`src/design/README_unused.sv`:
```
`timescale 1ns/1ps
`default_nettype none
`default_nettype wire

```
`src/design/icd_pkg.sv`:
```
// constants, register map and divider mapping for the interrupt flag and clock dividers
// assumes a 32-bit apb slave port and a single 100 mhz sys_clk domain
package icd_pkg;

  localparam int ADDR_W = 8;
  localparam int DATA_W = 32;
  localparam int CODE_W = 3;
  localparam int CNT_W  = 7;
  localparam int ST_W   = 2;

  // register indices; byte address is four times the index
  localparam int IDX_CLKDIV_A = 4;
  localparam int IDX_CLKDIV_B = 5;
  localparam int IDX_CTRL     = 6;
  localparam int IDX_STATUS   = 8;
  localparam int IDX_MASK     = 9;
  localparam int IDX_FLAG     = 10;

  localparam logic [ADDR_W-1:0] ADDR_CLKDIV_A = ADDR_W'(IDX_CLKDIV_A * 4);
  localparam logic [ADDR_W-1:0] ADDR_CLKDIV_B = ADDR_W'(IDX_CLKDIV_B * 4);
  localparam logic [ADDR_W-1:0] ADDR_CTRL     = ADDR_W'(IDX_CTRL * 4);
  localparam logic [ADDR_W-1:0] ADDR_STATUS   = ADDR_W'(IDX_STATUS * 4);
  localparam logic [ADDR_W-1:0] ADDR_MASK     = ADDR_W'(IDX_MASK * 4);
  localparam logic [ADDR_W-1:0] ADDR_FLAG     = ADDR_W'(IDX_FLAG * 4);

  // field positions
  localparam int CAL_LSB = 5;
  localparam int PLL_LSB = 0;
  localparam int IMP_LSB = 4;
  localparam int SEL_BIT = 7;
  localparam int ST_RES  = 0;
  localparam int ST_OVF  = 1;

  // reset values
  localparam logic [7:0]      RST_CLKDIV = 8'h00;
  localparam logic [ST_W-1:0] RST_MASK   = 2'h0;

  typedef enum logic
  {
    SRC_RESULT   = 1'b0,
    SRC_OVERFLOW = 1'b1
  } icd_src_e;

  // division factor of a 3-bit code; impedance clock takes 32 at code 6
  function automatic logic [CNT_W-1:0] icd_div_factor(input logic [CODE_W-1:0] code, input logic imp);
    logic [CNT_W-1:0] f;
    f = 7'h40;
    case (code)
      3'h0: f = 7'h01;
      3'h1: f = 7'h02;
      3'h2: f = 7'h04;
      3'h3: f = 7'h08;
      3'h4: f = 7'h10;
      3'h5: f = 7'h20;
      3'h6: f = imp ? 7'h20 : 7'h40;
      default: f = 7'h40;
    endcase
    return f;
  endfunction

endpackage

```
`src/design/icd_clkdiv.sv`:
```
// one power-of-two divider producing a one-cycle clock tick
// assumes code comes from a register on sys_clk; a new code is taken only at a period boundary
`timescale 1ns/1ps
`default_nettype none

module icd_clkdiv #(
  parameter bit IMP = 1'b0
) (
  input  wire logic                      sys_clk,
  input  wire logic                      arst_n,
  input  wire logic [icd_pkg::CODE_W-1:0] code,
  output var  logic                      tick
);
  import icd_pkg::*;

  typedef struct packed
  {
    logic [CNT_W-1:0]  cnt;
    logic [CODE_W-1:0] code;
    logic              tick;
  } icd_div_s;

  icd_div_s st;
  icd_div_s next_st;
  logic [CNT_W-1:0] fac;

  always_comb
  begin
    next_st = st;
    fac = icd_div_factor(st.code, IMP);
    if (st.cnt >= fac - 7'h01)
    begin
      next_st.cnt  = '0;
      next_st.tick = 1'b1;
      next_st.code = code;
    end
    else
    begin
      next_st.cnt  = st.cnt + 7'h01;
      next_st.tick = 1'b0;
    end
  end

  always_ff @(posedge sys_clk or negedge arst_n)
  begin
    if (!arst_n)
      st <= '0;
    else
      st <= next_st;
  end

  assign tick = st.tick;

  // period tracking for the checks
  logic [CNT_W-1:0] gap;
  logic             armed;

  always_ff @(posedge sys_clk or negedge arst_n)
  begin
    if (!arst_n)
    begin
      gap   <= '0;
      armed <= 1'b0;
    end
    else if (st.tick)
    begin
      gap   <= '0;
      armed <= 1'b1;
    end
    else
      gap <= gap + 7'h01;
  end
endmodule

`default_nettype wire

```
`src/design/icd_interrupt_flag_output.sv`:
```
// interrupt flag with selectable source, held until the init command
// assumes event and init pulses come from logic on sys_clk
`timescale 1ns/1ps
`default_nettype none

module icd_interrupt_flag_output (
  input  wire logic sys_clk,
  input  wire logic arst_n,
  input  wire logic src_sel,
  input  wire logic result_write,
  input  wire logic unit_overflow,
  input  wire logic init_cmd,
  output var  logic flag
);
  import icd_pkg::*;

  typedef struct packed
  {
    logic flag;
  } icd_flag_s;

  icd_flag_s st;
  icd_flag_s next_st;
  logic      hit;

  assign hit = (src_sel == SRC_RESULT) ? result_write : unit_overflow;

  always_comb
  begin
    next_st = st;
    if (hit)
      next_st.flag = 1'b1;
    else if (init_cmd)
      next_st.flag = 1'b0;
  end

  always_ff @(posedge sys_clk or negedge arst_n)
  begin
    if (!arst_n)
      st <= '0;
    else
      st <= next_st;
  end

  assign flag = st.flag;
endmodule

`default_nettype wire

```
`src/design/icd_top.sv`:
```
// apb register file, interrupt flag and three internal clock dividers
// assumes apb master on sys_clk; event and init pulses from logic on sys_clk
//
// Register access over APB and the placing of the registers are this design's own decisions.
`timescale 1ns/1ps
`default_nettype none

module icd_top (
  input  wire logic                        sys_clk,
  input  wire logic                        arst_n,
  input  wire logic                        psel,
  input  wire logic                        penable,
  input  wire logic                        pwrite,
  input  wire logic [icd_pkg::ADDR_W-1:0]  paddr,
  input  wire logic [icd_pkg::DATA_W-1:0]  pwdata,
  output var  logic [icd_pkg::DATA_W-1:0]  prdata,
  output var  logic                        pready,
  output var  logic                        pslverr,
  input  wire logic                        result_write,
  input  wire logic                        unit_overflow,
  input  wire logic                        init_cmd,
  output var  logic                        interrupt_flag_output,
  output var  logic                        cal_clk_tick,
  output var  logic                        pll_ref_clk_tick,
  output var  logic                        imp_clk_tick,
  output var  logic                        irq
);
  import icd_pkg::*;

  typedef struct packed
  {
    logic [7:0]        div_a;
    logic [7:0]        div_b;
    logic              src_sel;
    logic [ST_W-1:0]   status;
    logic [ST_W-1:0]   mask;
    logic              irq;
    logic              pready;
    logic              pslverr;
    logic [DATA_W-1:0] prdata;
  } icd_regs_s;

  icd_regs_s st;
  icd_regs_s next_st;

  logic              acc;
  logic              wr;
  logic              mapped;
  logic [DATA_W-1:0] rd_val;
  logic [ST_W-1:0]   ev;
  logic [ST_W-1:0]   clr;

  // access phase completes when pready is high
  assign acc = psel && penable && st.pready;
  assign wr  = acc && pwrite;

  assign ev[ST_RES] = result_write;
  assign ev[ST_OVF] = unit_overflow;

  // read mux and address decode
  always_comb
  begin
    rd_val = '0;
    mapped = 1'b1;
    if (paddr == ADDR_CLKDIV_A)
      rd_val[7:0] = st.div_a;
    else if (paddr == ADDR_CLKDIV_B)
      rd_val[7:0] = st.div_b;
    else if (paddr == ADDR_CTRL)
      rd_val[SEL_BIT] = st.src_sel;
    else if (paddr == ADDR_STATUS)
      rd_val[ST_W-1:0] = st.status;
    else if (paddr == ADDR_MASK)
      rd_val[ST_W-1:0] = st.mask;
    else if (paddr == ADDR_FLAG)
      rd_val[0] = interrupt_flag_output;
    else
      mapped = 1'b0;
  end

  always_comb
  begin
    next_st = st;
    clr = '0;
    // one wait state, then answer
    next_st.pready = psel && penable && !st.pready;
    if (psel && penable && !st.pready)
    begin
      next_st.pslverr = !mapped;
      next_st.prdata  = pwrite ? '0 : rd_val;
    end
    else
    begin
      next_st.pslverr = 1'b0;
    end
    if (wr && mapped)
    begin
      if (paddr == ADDR_CLKDIV_A)
        next_st.div_a = pwdata[7:0];
      else if (paddr == ADDR_CLKDIV_B)
        next_st.div_b = pwdata[7:0];
      else if (paddr == ADDR_CTRL)
        next_st.src_sel = pwdata[SEL_BIT];
      else if (paddr == ADDR_STATUS)
        clr = pwdata[ST_W-1:0];
      else if (paddr == ADDR_MASK)
        next_st.mask = pwdata[ST_W-1:0];
    end
    // set wins over write-one-to-clear
    next_st.status = (st.status & ~clr) | ev;
    next_st.irq    = |(next_st.status & next_st.mask);
  end

  always_ff @(posedge sys_clk or negedge arst_n)
  begin
    if (!arst_n)
    begin
      st         <= '0;
      st.div_a   <= RST_CLKDIV;
      st.div_b   <= RST_CLKDIV;
      st.src_sel <= SRC_RESULT;
      st.mask    <= RST_MASK;
    end
    else
      st <= next_st;
  end

  assign prdata  = st.prdata;
  assign pready  = st.pready;
  assign pslverr = st.pslverr;
  assign irq     = st.irq;

  // flag pin; readout may start on its rising edge
  icd_interrupt_flag_output u_flag (
    .sys_clk       (sys_clk),
    .arst_n        (arst_n),
    .src_sel       (st.src_sel),
    .result_write  (result_write),
    .unit_overflow (unit_overflow),
    .init_cmd      (init_cmd),
    .flag          (interrupt_flag_output)
  );

  // three independent dividers from the reference clock
  icd_clkdiv #(.IMP(1'b0)) u_cal (
    .sys_clk (sys_clk),
    .arst_n  (arst_n),
    .code    (st.div_a[CAL_LSB +: CODE_W]),
    .tick    (cal_clk_tick)
  );

  icd_clkdiv #(.IMP(1'b0)) u_pll (
    .sys_clk (sys_clk),
    .arst_n  (arst_n),
    .code    (st.div_b[PLL_LSB +: CODE_W]),
    .tick    (pll_ref_clk_tick)
  );

  icd_clkdiv #(.IMP(1'b1)) u_imp (
    .sys_clk (sys_clk),
    .arst_n  (arst_n),
    .code    (st.div_b[IMP_LSB +: CODE_W]),
    .tick    (imp_clk_tick)
  );
endmodule

`default_nettype wire

```
`config.mk`:
```
export PLATFORM = sky130hd
export DESIGN_NAME = icd_top
export DESIGN_NICKNAME = d
export VERILOG_FILES = /design/src/design/README_unused.sv /design/src/design/icd_pkg.sv /design/src/design/icd_clkdiv.sv /design/src/design/icd_interrupt_flag_output.sv /design/src/design/icd_top.sv
export SDC_FILE = /design/constraint.sdc
export NUM_CORES = 1
export LEC_CHECK = 0
export BUFFER_PORTS_ARGS = -buffer_cell sky130_fd_sc_hd__buf_2
export CORE_MARGIN = 2
export CORE_UTILIZATION = 50
export DETAILED_ROUTE_END_ITERATION = 16
export GPL_TIMING_DRIVEN = 0
export HOLD_SLACK_MARGIN = 0.1
export PLACE_DENSITY = 0.83
export SYNTH_ARGS = -nofsm -noshare
export SYNTH_HDL_FRONTEND = slang
export SYNTH_HIERARCHICAL = 1
export SYNTH_SLANG_ARGS = --single-unit
```
`constraint.sdc`:
```
create_clock -name sys_clk -period 3 [get_ports sys_clk]
set_clock_uncertainty 0.05 [all_clocks]
set_input_delay 0.9 -clock sys_clk [delete_from_list [all_inputs] [get_ports sys_clk]]
set_output_delay 0.9 -clock sys_clk [all_outputs]
set_load 0.05 [all_outputs]
```
==> flow_summary.json <==
{
  "status": "completed",
  "grt_pass1_wl_mm": 12.7,
  "cap_viol_max_count": 0,
  "path_cells": "or3_1 -> ha_1 -> nor3_1 -> a21o_1 -> a21oi_1 -> ha_1 -> a21oi_1 -> o21ai_1 -> o21bai_1 -> buf_6 -> mux2_4",
  "worstMarginPinSlew_ns": 0.800,
  "synth_top_family_by_area": "simple AND/OR/NAND/NOR gates",
  "ys_seq_area_share_pct": 42.6,
  "rr_startpoint": "u_imp/st[1]$_DFFE_PN0P_",
  "final_min_period_over_clock_period_pct": 95.3,
  "areaGrowthSynthToFinish_pct": 16.1,
  "setup_viol": 0,
  "gr-total-overflow": 0,
  "hold_path_class": "flip-flop to flip-flop",
  "rows": 32,
  "synth_area_leaders": "dfrtp_1 43%, ha_1 8.7%, buf_4 6.2%",
  "grt_max_degree": 67,
  "regToRegEndpoint": "u_imp/st[2]$_DFFE_PN0P_",
  "grt_pass1_vias": 2703,
  "boundaryPins": 87,
  "die_area_mm2": 0.00848,
  "pwr-share-comb_pct": 11.7,
  "htree_levels": 3,
  "vdd_ir_drop_max_uv": 313,
  "grt_setup_unrepaired": "no",
  "post_cts_buffers": 0,
  "crit_cells": 11,
  "cts-buffers-inserted": 9,
  "synth_fa_ha_area_share_pct": 8.71,
  "synth_edf_count": 0,
  "yosysTopAreaCellShare_pct": 42.6,
  "hold_start": "prdata[4]$_DFFE_PN0P_",
  "critPathMaxStageDelay_ns": 0.46,
  "finalNetCount": 508,
  "clock-root-buffer": "clkbuf_8",
  "hold_violations": 0,
  "cts_tree": "built",
  "die_w_um": 92.1,
  "slew_headroom_pct": 46.7,
  "synth_xor_area_share_pct": 4.06,
  "dpl-instance-area_mm2": 0.00428,
  "whs_ns": 0.457,
  "leakage_nw": 2.27,
  "synth_top_cell_by_area": "dfrtp_1",
  "synthMuxAreaShare_pct": 11.0,
  "vias": 2800,
  "min_to": "prdata[4]$_DFFE_PN0P_",
  "finalSetupTns_ns": 0,
  "swShare_pct": 25.3,
  "switchingPower_mw": 0.492,
  "worstPathMaxFanout": 10,
  "hold_depth": 2,
  "power_frac_clock_pct": 41.7,
  "rr_worst_depth": 11,
  "yosys.cell_types.count": 51,
  "critPathBufInv": 1,
  "cts.clk_slew.worst_paths_ns": 0.07,
  "yosys_register_bits": 66,
  "place_congestion": 0.875,
  "antenna_found_initial": 0,
  "avgViaCountPerCell": 5.19,
  "dr.pass1.iters": 4,
  "cts_max_path_buffers": 2,
  "p_seq_share_pct": 46.6,
  "antenna_left": 0,
  "p_int_mw": 1.45,
  "clkLatencyLatePin_ns": 0.34,
  "drt-initial-drc-count": 198,
  "synth_compound_area_share_pct": 9.26,
  "portBuffers": 37,
  "synth_area_per_cell_um2": 10.7,
  "slowest_stage": "dfrtp_1",
  "min_period_ns": 2.86,
  "start_util_pct": 51.0,
  "drt-total-wl_mm": 7.27,
  "critPathTopFamily": "simple AND/OR/NAND/NOR gates",
  "p_per_area_mw_per_mm2": 432,
  "synth_warnings": 6,
  "cts_num_sinks": 66,
  "synthArstFlopShare_pct": 100,
  "final_common_cell": "dfrtp_1",
  "most-common-layout-cells": "66 x dfrtp_1, 37 x buf_2, 33 x buf_4",
  "drive_gt1_share_pct": 28.8,
  "end_kind": "flip-flop",
  "r2r_setup_slack_ns": 0.14,
  "core-area_mm2": 0.00761,
  "synth_ff_type": "dfrtp_1",
  "drv_slew": 0,
  "yosys.area_share.simple_pct": 14.6,
  "antenna_cells": 0,
  "cp-start-kind": "flip-flop",
  "arrival_ns": 3.03,
  "drc": 0,
  "wl_per_cell_um": 13.5,
  "timing.fmax_mhz": 350,
  "worstPathRequired_ns": 3.18,
  "synth_area_mm2": 0.00388,
  "post-route-cell-area_mm2": 0.00450,
  "dieHeight_um": 92.1,
  "syn_inst": 362,
  "hpwl_mm": 5.24,
  "critical_path_class": "flip-flop to flip-flop",
  "groute.usage.overall_pct": 18.8
}
==> cell type report <==
cell class / count / area, µm²
Multi-Input combinational cell: 262 / 1940
Clock buffer: 11 / 141
Buffer: 41 / 314
Sequential cell: 66 / 1650
Inverter: 16 / 60.1
Tap cell: 102 / 128
Fill cell: 634 / 3100
Timing Repair Buffer: 37 / 188
Clock inverter: 5 / 77.6
==> flip-flops by register name, indices dropped and copies added, names as in the netlist <==
name	count
u_cal/st	10
irq	1
u_pll/st	10
st	21
pslverr	1
pready	1
u_pll/tick	1
u_imp/st	10
u_flag/flag	1
u_cal/tick	1
prdata	8
u_imp/tick	1
==> synthesized netlist by cell type, types with 4 or more instances <==
master / instances
nor3_1: 10
mux2_2: 14
o21ai_0: 7
nor2_1: 32
mux2i_1: 6
buf_4: 32
clkbuf_1: 4
mux2_4: 14
o21bai_1: 4
ha_1: 27
xnor2_1: 6
o21ai_1: 4
nor2b_1: 4
a21oi_1: 15
xor2_1: 12
nand2b_1: 7
a21o_1: 6
nand2_1: 16
nand4_1: 4
inv_1: 16
dfrtp_1: 66
nand3_1: 14
==> metal layers <==
layer / global-route usage [%] / vias to the layer above / share of wire (%) / wire length, µm
li1: - / 1364 / - / -
met1: 23.8 / 1337 / 45 / 3260
met3: 4.68 / 15 / 4.9 / 356
met5: 0 / - / 0 / 0
met2: 31.3 / 84 / 48 / 3520
met4: 6.97 / 0 / 2.0 / 142
==> power by group through the flow <==
stage                     combinational (mW)  clock [mW]  sequential [mW]
after detailed placement               0.227           0            0.924
after global routing                   0.245       0.872            0.908
after CTS                              0.227       0.825            0.907
after global placement                 0.222           0            0.923
final                                  0.227       0.812            0.907
after floorplan                        0.148           0            0.940
==> worst register-to-register path, delay by kind of cell, from the launching register on <==
kind | cells | cell delay (ns)
simple gates | 2 | 0.60
fa+ha+maj | 2 | 0.58
compound gates | 5 | 0.59
mux | 1 | 0.30
flops | 1 | 0.46
buf+inv | 1 | 0.17
==> cell families (layout without fill, tap and decap cells) <==
logic type                 after synthesis  after routing
and+or+nand+nor                        105            105
other                                    1             24
adders and majority gates               27             27
AOI/OAI and AO/OA                       54             54
xor gates and xnor gates                18             18
DFF                                     66             66
buffers and inverters                   57            110
muxes                                   34             34
==> metrics by stage <==
stage / total power [mW] / util [%] / cells / setup slack, ns
finish: 1.95 / 59.2 / 540 / 0.142
global route: 2.02 / 59.2 / 540 / 0.00223
CTS: 1.96 / 59.1 / 540 / 0.140
detailed placement: 1.15 / 56.3 / 524 / 0.148
global placement: 1.14 / 56.3 / 524 / 0.258
floorplan: 1.09 / - / 385 / 0.378
==> worst max-delay path by stage <==
| stage | slack, ns | from | to |
|---|---|---|---|
| 2_1_floorplan | 0.38 | u_cal/st[1]$_DFFE_PN0P_ | u_cal/st[1]$_DFFE_PN0P_ |
| 3_3_place_gp | 0.26 | u_pll/st[1]$_DFFE_PN0P_ | u_pll/st[2]$_DFFE_PN0P_ |
| 3_5_place_dp | 0.15 | u_imp/st[1]$_DFFE_PN0P_ | u_imp/st[2]$_DFFE_PN0P_ |
| 4_1_cts | 0.14 | u_imp/st[1]$_DFFE_PN0P_ | u_imp/st[2]$_DFFE_PN0P_ |
| 5_1_grt | 0.002 | u_imp/st[1]$_DFFE_PN0P_ | u_imp/st[2]$_DFFE_PN0P_ |
| 6_report | 0.14 | u_imp/st[1]$_DFFE_PN0P_ | u_imp/st[2]$_DFFE_PN0P_ |
==> what timing repair did <==
item / CTS / global route
endpoints found under the setup margin: 0 / 2
resized for setup: 0 / 1
hold buffers: 0 / 0
Note: power is estimated with default switching activity, not from simulation.
